<file path="config.mk">
export PLATFORM = sky130hd
export DESIGN_NAME = ocfh_core
export DESIGN_NICKNAME = d
export VERILOG_FILES = /design/src/design/ocfh_pkg.sv /design/src/design/ocfh_core.sv
export VERILOG_INCLUDE_DIRS = /design/src /design/src/design
export SDC_FILE = /design/constraint.sdc
export NUM_CORES = 1
export LEC_CHECK = 0
export CORE_MARGIN = 2
export CORE_UTILIZATION = 30
export CTS_BUF_LIST = sky130_fd_sc_hd__clkbuf_16
export DETAILED_ROUTE_END_ITERATION = 8
export DONT_BUFFER_PORTS = 1
export GPL_TIMING_DRIVEN = 0
export PLACE_DENSITY = 0.48
export SLEW_MARGIN = 30
export SYNTH_ARGS = -nofsm -noshare
export SYNTH_HDL_FRONTEND = slang
export SYNTH_SLANG_ARGS = --single-unit
</file>
<file path="constraint.sdc">
create_clock -name clk -period 2.2 [get_ports clk]
set_input_delay 0.66 -clock clk [delete_from_list [all_inputs] [get_ports clk]]
set_output_delay 0.66 -clock clk [all_outputs]
set_load 0.02 [all_outputs]
</file>
<file path="src/design/ocfh_map.svh">
// constants for the overcurrent fault and hiccup control block
`ifndef OCFH_MAP_SVH
`define OCFH_MAP_SVH
`define OCFH_CNT_W       3
`define OCFH_CNT_FULL    3'h7
`define OCFH_CNT_ZERO    3'h0
`define OCFH_CNT_ONE     3'h1
`define OCFH_MIN_PW_NS   150
`define OCFH_CLK_NS      10
`define OCFH_DT_W        6
`define OCFH_DT_INIT     6'h04
`define OCFH_DT_MAX      6'h3f
`define OCFH_DT_MIN      6'h01
`endif

</file>
<file path="src/design/ocfh_pkg.sv">
// types for the overcurrent fault and hiccup control block
`default_nettype none
`include "ocfh_map.svh"
package ocfh_pkg;
  typedef enum logic [1:0] {
    OCFH_RUN       = 2'b00,
    OCFH_SOFTSTART = 2'b01,
    OCFH_DISCHARGE = 2'b10,
    OCFH_RECHARGE  = 2'b11
  } ocfh_mode_t;

  typedef enum logic [2:0] {
    OCFH_PH_IDLE  = 3'b000,
    OCFH_PH_DT_LH = 3'b001,
    OCFH_PH_HIGH  = 3'b010,
    OCFH_PH_DT_HL = 3'b011,
    OCFH_PH_LOW   = 3'b100
  } ocfh_phase_t;

  // sampled analog comparator levels, after synchronisation
  typedef struct packed {
    logic cycle_start;
    logic pwm_end;
    logic overcurrent;
    logic ss_empty;
    logic ss_peak;
    logic ss_done;
    logic sw_low;
    logic sw_high;
    logic shutdown;
  } ocfh_sense_t;

  typedef struct packed {
    ocfh_mode_t                  mode;
    ocfh_phase_t                 phase;
    logic [`OCFH_CNT_W-1:0]      count;
    logic                        oc_seen;
    logic                        hs_cycle;
    logic [`OCFH_DT_W-1:0]       dt_hl;
    logic [`OCFH_DT_W-1:0]       dt_lh;
    logic [`OCFH_DT_W-1:0]       dt_cnt;
    logic [`OCFH_DT_W-1:0]       hs_width;
    logic                        dt_hl_late;
    logic                        dt_lh_late;
    logic                        high_drv;
    logic                        low_drv;
    logic                        discharge;
    logic                        fault;
    logic                        narrow;
    logic                        ss_active;
    ocfh_sense_t                 s1;
    ocfh_sense_t                 s2;
    logic                        s2_start_d;
  } ocfh_state_t;
endpackage : ocfh_pkg
`default_nettype wire

</file>
<file path="src/design/ocfh_core.sv">
// overcurrent counter, hiccup retry and cycle-adaptive dead time
//
// Behaviour
// - An overcurrent seen while the high-side drive is on ends that pulse and counts the 3-bit counter up.
// - A switching cycle with the high side on and no overcurrent counts the counter down by one.
// - The counter holds at seven on increment and at zero on decrement, never wrapping.
// - A count of seven enters the fault state and raises the fault output.
// - Entering fault turns both gate drives off, starts the cap discharge and takes one count off.
// - In fault, an empty cap ends discharge to let it charge, and the 1.3 V mark discharges again with a decrement.
// - The charge and discharge repeat, one decrement each, until the count is zero, six in all.
// - Zero count in fault clears the fault, re-enables the drives and restarts with a full soft-start.
// - During any soft-start pulses still end on overcurrent but no overcurrent is counted.
// - Both dead-time delays of each cycle are set from switch-node timing measured in the previous cycle.
// - High-side pulses narrower than 150 ns are flagged since the dead-time scheme may overlap there.
// - After a fault the cap recharges from the same source as at first start-up.
`default_nettype none
`include "ocfh_map.svh"
module ocfh_core
  import ocfh_pkg::*;
#(
  parameter int CNT_W = `OCFH_CNT_W,
  parameter int DT_W  = `OCFH_DT_W
) (
  input  wire logic clk,
  input  wire logic nrst,
  input  wire logic cycle_start,
  input  wire logic pwm_end,
  input  wire logic overcurrent,
  input  wire logic softstart_cap_empty,
  input  wire logic softstart_cap_peak,
  input  wire logic softstart_cap_done,
  input  wire logic switch_node_low,
  input  wire logic switch_node_high,
  input  wire logic softstart_shutdown_pin,
  output logic      high_side_gate_drive,
  output logic      low_side_gate_drive,
  output logic      softstart_discharge,
  output logic      fault,
  output logic      softstart_active,
  output logic      narrow_pulse,
  output logic [CNT_W-1:0] oc_count
);

  // the map header fixes the counter and dead-time widths
  initial begin
    if (CNT_W != `OCFH_CNT_W || DT_W != `OCFH_DT_W)
      $error("ocfh_core: widths must match the map header");
  end

  localparam int MIN_PW_CYC = (`OCFH_MIN_PW_NS + `OCFH_CLK_NS - 1) / `OCFH_CLK_NS;

  ocfh_state_t st_reg;
  ocfh_state_t st_next;
  ocfh_sense_t sense_in;
  logic        start_pulse;
  logic        shut;
  logic        end_hs;
  logic [`OCFH_CNT_W-1:0] cnt_up;
  logic [`OCFH_CNT_W-1:0] cnt_dn;

  // raw comparator levels enter the two-stage synchroniser
  always_comb begin
    sense_in.cycle_start = cycle_start;
    sense_in.pwm_end     = pwm_end;
    sense_in.overcurrent = overcurrent;
    sense_in.ss_empty    = softstart_cap_empty;
    sense_in.ss_peak     = softstart_cap_peak;
    sense_in.ss_done     = softstart_cap_done;
    sense_in.sw_low      = switch_node_low;
    sense_in.sw_high     = switch_node_high;
    sense_in.shutdown    = ~softstart_shutdown_pin;
  end

  // saturating steps of the overcurrent counter
  assign cnt_up = (st_reg.count == `OCFH_CNT_FULL) ? st_reg.count : st_reg.count + `OCFH_CNT_ONE;
  assign cnt_dn = (st_reg.count == `OCFH_CNT_ZERO) ? st_reg.count : st_reg.count - `OCFH_CNT_ONE;

  assign start_pulse = st_reg.s2.cycle_start & ~st_reg.s2_start_d;
  assign shut        = st_reg.s2.shutdown;

  always_comb begin
    st_next            = st_reg;
    st_next.s1         = sense_in;
    st_next.s2         = st_reg.s1;
    st_next.s2_start_d = st_reg.s2.cycle_start;
    end_hs             = 1'b0;

    // dead-time counter counts up between phase changes and holds at its maximum
    if (st_reg.dt_cnt != `OCFH_DT_MAX)
      st_next.dt_cnt = st_reg.dt_cnt + 6'h01;

    // switching phases; every pulse also ends on overcurrent, in soft-start too
    unique case (st_reg.phase)
      OCFH_PH_IDLE: begin
        if (start_pulse && !st_reg.fault && !shut) begin
          st_next.phase    = OCFH_PH_DT_LH;
          st_next.low_drv  = 1'b0;
          st_next.dt_cnt   = 6'h00;
          st_next.dt_lh_late = 1'b0;
        end
      end
      OCFH_PH_DT_LH: begin
        // switch node rising before high side on means the delay was too long
        if (st_reg.s2.sw_high)
          st_next.dt_lh_late = 1'b1;
        if (st_reg.dt_cnt >= st_reg.dt_lh) begin
          st_next.phase    = OCFH_PH_HIGH;
          st_next.high_drv = 1'b1;
          st_next.hs_cycle = 1'b1;
          st_next.hs_width = 6'h00;
          // this cycle's measurement sets the next cycle's delay
          if (st_reg.dt_lh_late && st_reg.dt_lh > `OCFH_DT_MIN)
            st_next.dt_lh = st_reg.dt_lh - 6'h01;
          else if (!st_reg.dt_lh_late && st_reg.dt_lh < `OCFH_DT_MAX)
            st_next.dt_lh = st_reg.dt_lh + 6'h01;
        end
      end
      OCFH_PH_HIGH: begin
        if (st_reg.hs_width != `OCFH_DT_MAX)
          st_next.hs_width = st_reg.hs_width + 6'h01;
        if (st_reg.s2.overcurrent) begin
          st_next.oc_seen = 1'b1;
          end_hs          = 1'b1;
        end
        if (st_reg.s2.pwm_end || start_pulse)
          end_hs = 1'b1;
        if (end_hs) begin
          st_next.phase      = OCFH_PH_DT_HL;
          st_next.high_drv   = 1'b0;
          st_next.dt_cnt     = 6'h00;
          st_next.dt_hl_late = 1'b0;
          // hs_width lags the drive by one clock, so add it back before comparing
          st_next.narrow     = (32'(st_reg.hs_width) + 1 < MIN_PW_CYC);
        end
      end
      OCFH_PH_DT_HL: begin
        // switch node already low: body diode conducting, delay too long
        if (st_reg.s2.sw_low)
          st_next.dt_hl_late = 1'b1;
        if (st_reg.dt_cnt >= st_reg.dt_hl) begin
          st_next.phase   = OCFH_PH_LOW;
          st_next.low_drv = 1'b1;
          if (st_reg.dt_hl_late && st_reg.dt_hl > `OCFH_DT_MIN)
            st_next.dt_hl = st_reg.dt_hl - 6'h01;
          else if (!st_reg.dt_hl_late && st_reg.dt_hl < `OCFH_DT_MAX)
            st_next.dt_hl = st_reg.dt_hl + 6'h01;
        end
      end
      OCFH_PH_LOW: begin
        if (start_pulse) begin
          st_next.phase      = OCFH_PH_DT_LH;
          st_next.low_drv    = 1'b0;
          st_next.dt_cnt     = 6'h00;
          st_next.dt_lh_late = 1'b0;
        end
      end
      default: begin
        st_next.phase = OCFH_PH_IDLE;
      end
    endcase

    // one counter update per cycle, only outside soft-start
    if (start_pulse) begin
      st_next.oc_seen  = 1'b0;
      st_next.hs_cycle = 1'b0;
      if (st_reg.mode == OCFH_RUN && st_reg.hs_cycle) begin
        if (st_reg.oc_seen)
          st_next.count = cnt_up;
        else
          st_next.count = cnt_dn;
      end
    end

    // soft-start and hiccup sequencing
    unique case (st_reg.mode)
      OCFH_SOFTSTART: begin
        st_next.discharge = 1'b0;
        if (st_reg.s2.ss_done)
          st_next.mode = OCFH_RUN;
      end
      OCFH_RUN: begin
        if (st_reg.count == `OCFH_CNT_FULL) begin
          st_next.mode      = OCFH_DISCHARGE;
          st_next.fault     = 1'b1;
          st_next.discharge = 1'b1;
          st_next.count     = cnt_dn;
        end
      end
      OCFH_DISCHARGE: begin
        if (st_reg.s2.ss_empty) begin
          st_next.discharge = 1'b0;
          if (st_reg.count == `OCFH_CNT_ZERO) begin
            st_next.mode  = OCFH_SOFTSTART;
            st_next.fault = 1'b0;
          end else begin
            st_next.mode = OCFH_RECHARGE;
          end
        end
      end
      OCFH_RECHARGE: begin
        if (st_reg.s2.ss_peak) begin
          st_next.mode      = OCFH_DISCHARGE;
          st_next.discharge = 1'b1;
          st_next.count     = cnt_dn;
        end
      end
      default: begin
        st_next.mode = OCFH_SOFTSTART;
      end
    endcase

    // fault or external shutdown forces the drives off; shutdown outside fault restarts soft-start and clears the count
    if (st_next.fault || shut) begin
      st_next.phase    = OCFH_PH_IDLE;
      st_next.high_drv = 1'b0;
      st_next.low_drv  = 1'b0;
    end
    if (shut && !st_reg.fault) begin
      st_next.mode      = OCFH_SOFTSTART;
      st_next.count     = `OCFH_CNT_ZERO;
      st_next.discharge = 1'b0;
    end
    // registered copy of the soft-start mode so the output comes from a flop
    st_next.ss_active = (st_next.mode == OCFH_SOFTSTART);
  end

  always_ff @(posedge clk) begin
    if (!nrst) begin
      st_reg            <= '0;
      st_reg.mode       <= OCFH_SOFTSTART;
      st_reg.ss_active  <= 1'b1;
      st_reg.phase      <= OCFH_PH_IDLE;
      st_reg.dt_hl      <= `OCFH_DT_INIT;
      st_reg.dt_lh      <= `OCFH_DT_INIT;
      st_reg.s1.shutdown <= 1'b1;
      st_reg.s2.shutdown <= 1'b1;
    end else begin
      st_reg <= st_next;
    end
  end

  // outputs straight from the state register
  assign high_side_gate_drive = st_reg.high_drv;
  assign low_side_gate_drive  = st_reg.low_drv;
  assign softstart_discharge  = st_reg.discharge;
  assign fault                = st_reg.fault;
  assign softstart_active     = st_reg.ss_active;
  assign narrow_pulse         = st_reg.narrow;
  assign oc_count             = st_reg.count;

endmodule : ocfh_core
`default_nettype wire

</file>
Word-level counts from Yosys, hierarchy flattened
Index checks and enable logic that the tools add are counted.
Operators by class
  add/subtract/negate cells: 9
  order comparisons: 7
  equality and inequality tests: 22
  muxes and demuxes: 57
  bitwise gates (word level): 4
  reductions and logical operators: 38
Operator list (count)
  6-bit two-way mux: 10
  3-bit two-way mux: 11
  6-bit by 1-bit adder with 6-bit output, second input constant: 4
  2-bit != test, second input constant: 11
  6-bit case mux with 3 select lines: 1
  3-bit AND reduction: 6
  1-bit two-way mux: 16
  2-bit two-way mux: 8
  3-bit case mux with 5 select lines: 1
  6-bit >= comparator: 2
  6-bit by 1-bit > comparator with 1-bit output, second input constant: 2
  6-bit less-than comparator, second input constant: 2
  6-bit != test, second input constant: 2
  6-bit case mux with 2 select lines: 1
  6-bit by 1-bit subtractor with 6-bit output, second input constant: 2
  1-bit logical AND: 8
  2-bit case mux with 4 select lines: 1
  4-bit AND reduction: 2
  2-bit nonzero test: 4
  6-bit by 1-bit adder with 7-bit output, second input constant: 1
  7-bit by 4-bit less-than comparator with 1-bit output, second input constant: 1
  3-bit by 2-bit == test with 1-bit output, second input constant: 2
  3-bit == test, second input constant: 2
  3-bit zero test: 2
  other kinds (19): 35
Storage, ports and cells
  flip-flop bits (word level): 61
  word-level logic and storage cells: 173

Logic depth before layout (Yosys ltp)
  word-level depth: 7
  gate-level depth with buffers: 8

Worst setup path before layout
No wires, ideal clock.
  path kind: flip-flop to flip-flop
  from: register st_reg[45] (netlist bit)
  to: register st_reg[47] (netlist bit)
  library setup time: 0.062 ns
  data arrival time: 1.935 ns
  setup slack: 0.203 ns
  stages on the path, launching flop included: 8
  path buffers: 0
  clock period less this slack: 1.997 ns
  path through: dfxtp_1 inv_1 ha_1 nor2_1 o31a_2 o21ai_2 or4_2 nand3_1
Between the ends
  cells in the longest elaborated chain, start to end: 4
Ends and longest elaborated chain
  start, declared: line ocfh_core.sv:52  | ocfh_state_t st_reg;
  start signal, assigned: line ocfh_core.sv:238  | st_reg <= st_next;
  6-bit by 1-bit > comparator with 1-bit output (no line) or 6-bit less-than comparator (tied branches)
  1-bit logical AND (no line)
  2-bit nonzero test (no line)
  3-bit AND reduction (no line)
Parallel ways exist; a longest one is shown, timed or not. The select of a mux whose other input is x is not followed.
A chain may end at the register's enable or synchronous reset.

Final worst setup path
Ends and elaborated chain as after synthesis.

==> results.md <==
* Post-Route WL at 7750 um
* PD cells at 675 nW/um^2
* Placeable Area at 11,300 um^2
* Initial antenna violation count at 0
* Cts bufs inserted at 9
* Biggest area consumer among synthesized cells: dfxtp_1
* Max VDD drop at 0.000397 V
* Port bufs at 0
* Die H at 111 um
* Clock Skews at 8.27 ps
* Min-Delay Path Class: input pin to flip-flop
* P&R area growth vs syn at 14.7%
* P_leak at 1.49 nW
* Post-synthesis simple-gate area fraction at 23.3%
* Synth Area in XOR/XNOR at 1.53%
* Unrepaired setup endpoints after global routing: true
* Period utilisation layout at 94.6%
* Post-synthesis sequential area ratio at 35.6%
* Clock power frac at 53.7%
* Max transition margin at 38.3%
* CP Cell Sequence: inv_1, ha_1, nor2_2, o31a_2, o21ai_2, or4_2, nand3_1
* Top post-synthesis cells by area: dfxtp_1, ha_1, a21oi_1
* Number of synthesized flops with an enable pin at 0
* Slowest stage cell, crit path: or4_2
* CTS sink count at 61
* ANT cells at 0
* Max Cap Viol at 0
* Final instance area at 3930 um^2
* H-tree Lvls at 3
* Fmax achieved at 0.481 GHz
* Most used DFF post-synth: dfxtp_1
* Psw at 0.614 mW
* Final HPWL DP at 5650 um
* Pin count of the biggest net entering global routing at 13
* GRT overflow at 0
* Post-Synth Adder-Cell Area at 10.2%
* Worst skew pair latency at 330 ps
* Die W at 111 um
* Post-synthesis sequential element count at 61
* # rows at 39
* I/O Pins at 20
* Crit path kind: flip-flop to flip-flop
* Setup Fix Bufs, Post-CTS at 0
* TNS Setup at 0 ps
* Crit path required time at 2470 ps
* Filler instances at 1,152
* Global-route usage over all layers at 13.4%
* First-pass DRT Iterations at 4
* Most frequent cells after synthesis: dfxtp_1, a21oi_1, nand2_1
* Max Root-Sink Buffers at 2
* Hold_ws at 402 ps
* First-pass GRT wire length at 13,300 um
* Tmin final at 2080 ps
* DRC at 0
* Synthesized Nets at 436
* Slew Limit Fails at 0
* Post-Syn Area at 3430 um^2
* Final net count at 447
* Post-Syn Area per Cell at 8.63 um^2
* Layout cells sized above 1 at 12.3%
* Root Driver: clkbuf_16
* Sequential share of power at 43.0%
* Reg2reg setup slack at 120 ps
* Vias at 2,807
* GP Congestion at 0.811
* Vias per Instance at 5.05
* Vias in the first global route at 2,655
* Die ar. at 12,300 um^2
* Fin. Hold Viols at 0
* Clock-pin slew on the worst setup and hold paths at 60 ps
* Worst slew pin tran at 915 ps
* Detail-routed net length per standard cell at 13.9 um
* Cell count after synthesis at 397
* Initial Util at 30.4%
* Slowest Stage Delay on Critical Path at 620 ps
* Main combinational cell family by area after synthesis: simple AND/OR/NAND/NOR gates
* Status: finished, final reports clean
* Most numerous cell in the Yosys netlist: dfxtp_1
* Max FFs per register at 41
* DP Area at 3600 um^2
* Worst EP arrival at 2350 ps
* CP max FO at 8
* Startpoint Class: flip-flop
* CP endpoint kind: flip-flop
* Fraction of registers with async set/reset at 0%
* Final ANT Viol Nets at 0
* Post-synth cell types at 60
* Synth Area in Compound Gates at 21.3%
* Yosys top cell area share at 35.6%
* Combinational share of power at 3.3%
* Tot Pwr at 2.65 mW
* Sw Ratio at 23.1%
* Number of DRC markers in iteration 0 at 139
* Final setup viols at 0
* Mux cell area share after synthesis at 3.51%
* Internal power at 2.04 mW
* YS warnings at 0
* CTS tree: done
worst max-delay path: cells and delay by family (launching register included):
family,cells,cell delay (ps)
AOI/OAI and AO/OA,2,380
adders and majority gates,1,240
buffers and inverters,1,100
DFF,1,410
and+or+nand+nor,3,880
layout make-up:
class                   count  area [um^2]  area share (%)
plain buffers              16         76.3            1.94
clock buffers               9          225            5.73
clock inverters             7         75.1            1.91
inverters                  21         78.8            2.01
multi-input cells         299         2070            52.6
flip-flops and latches     61         1230            31.3
well taps                 143          179            4.55
stage by stage:
| stage | setup WS, ps | cells | utilization [%] |
|---|---|---|---|
| after global placement | -329 | 540 | 32.0 |
| after global routing | -35.2 | 556 | 34.9 |
| after CTS | 3.72 | 556 | 34.7 |
| after floorplan | 203 | 397 | - |
| final | 119 | 556 | 34.9 |
| after detailed placement | -357 | 540 | 32.0 |
what timing repair did:
action / in CTS / in global routing
pin swaps: 0 / 0
gates resized for setup: 4 / 9
hold buffers: 0 / 0
setup endpoints to repair: 13 / 12
placed cells by master (no fill, tap or decap), types with 12 or more instances in the layout:
cell type,synthesis,routed
and2_1,17,17
nand2_1,30,30
a21oi_1,32,30
mux2i_1,12,12
inv_1,21,21
nand3_1,13,13
ha_1,28,28
dfxtp_1,61,55
o21ai_0,17,15
nor2_1,27,25
path summary, 6_finish.rpt:
| path | start | endpoint | depth (start not counted) |
|---|---|---|---|
| worst min register to register | st_next[1] | shut | 1 |
| worst max-delay path | st_reg[45] | st_reg[47] | 7 |
| worst max register to register | st_reg[45] | st_reg[47] | 7 |
| worst min-delay path | softstart_shutdown_pin | st_next[1] | 1 |
cells by family after synthesis:
group	after synthesis
AO/OA/AOI/OAI	108
buffers and inverters	37
multiplexers	12
XOR/XNOR	6
AND/OR/NAND/NOR	145
flip-flops	61
adder cells (fa/ha/maj)	28
per-layer routing:
metal / up-vias / track usage (%) / wire (um)
li1: 1470 / - / -
met1: 1278 / 18.7 / 4030
met2: 49 / 19.5 / 3260
met3: 10 / 3.50 / 294
met4: 0 / 5.92 / 159
met5: - / 0 / 0
power groups by stage:
| stage | combinational [mW] | clock (mW) | sequential, mW |
|---|---|---|---|
| 2_1_floorplan | 0.0659 | 0 | 1.16 |
| 3_3_place_gp | 0.0868 | 0 | 1.16 |
| 3_5_place_dp | 0.0879 | 0 | 1.16 |
| 4_1_cts | 0.0893 | 1.47 | 1.14 |
| 5_1_grt | 0.102 | 1.53 | 1.14 |
| 6_report | 0.0882 | 1.43 | 1.14 |
(Power assumes the default switching activity.)
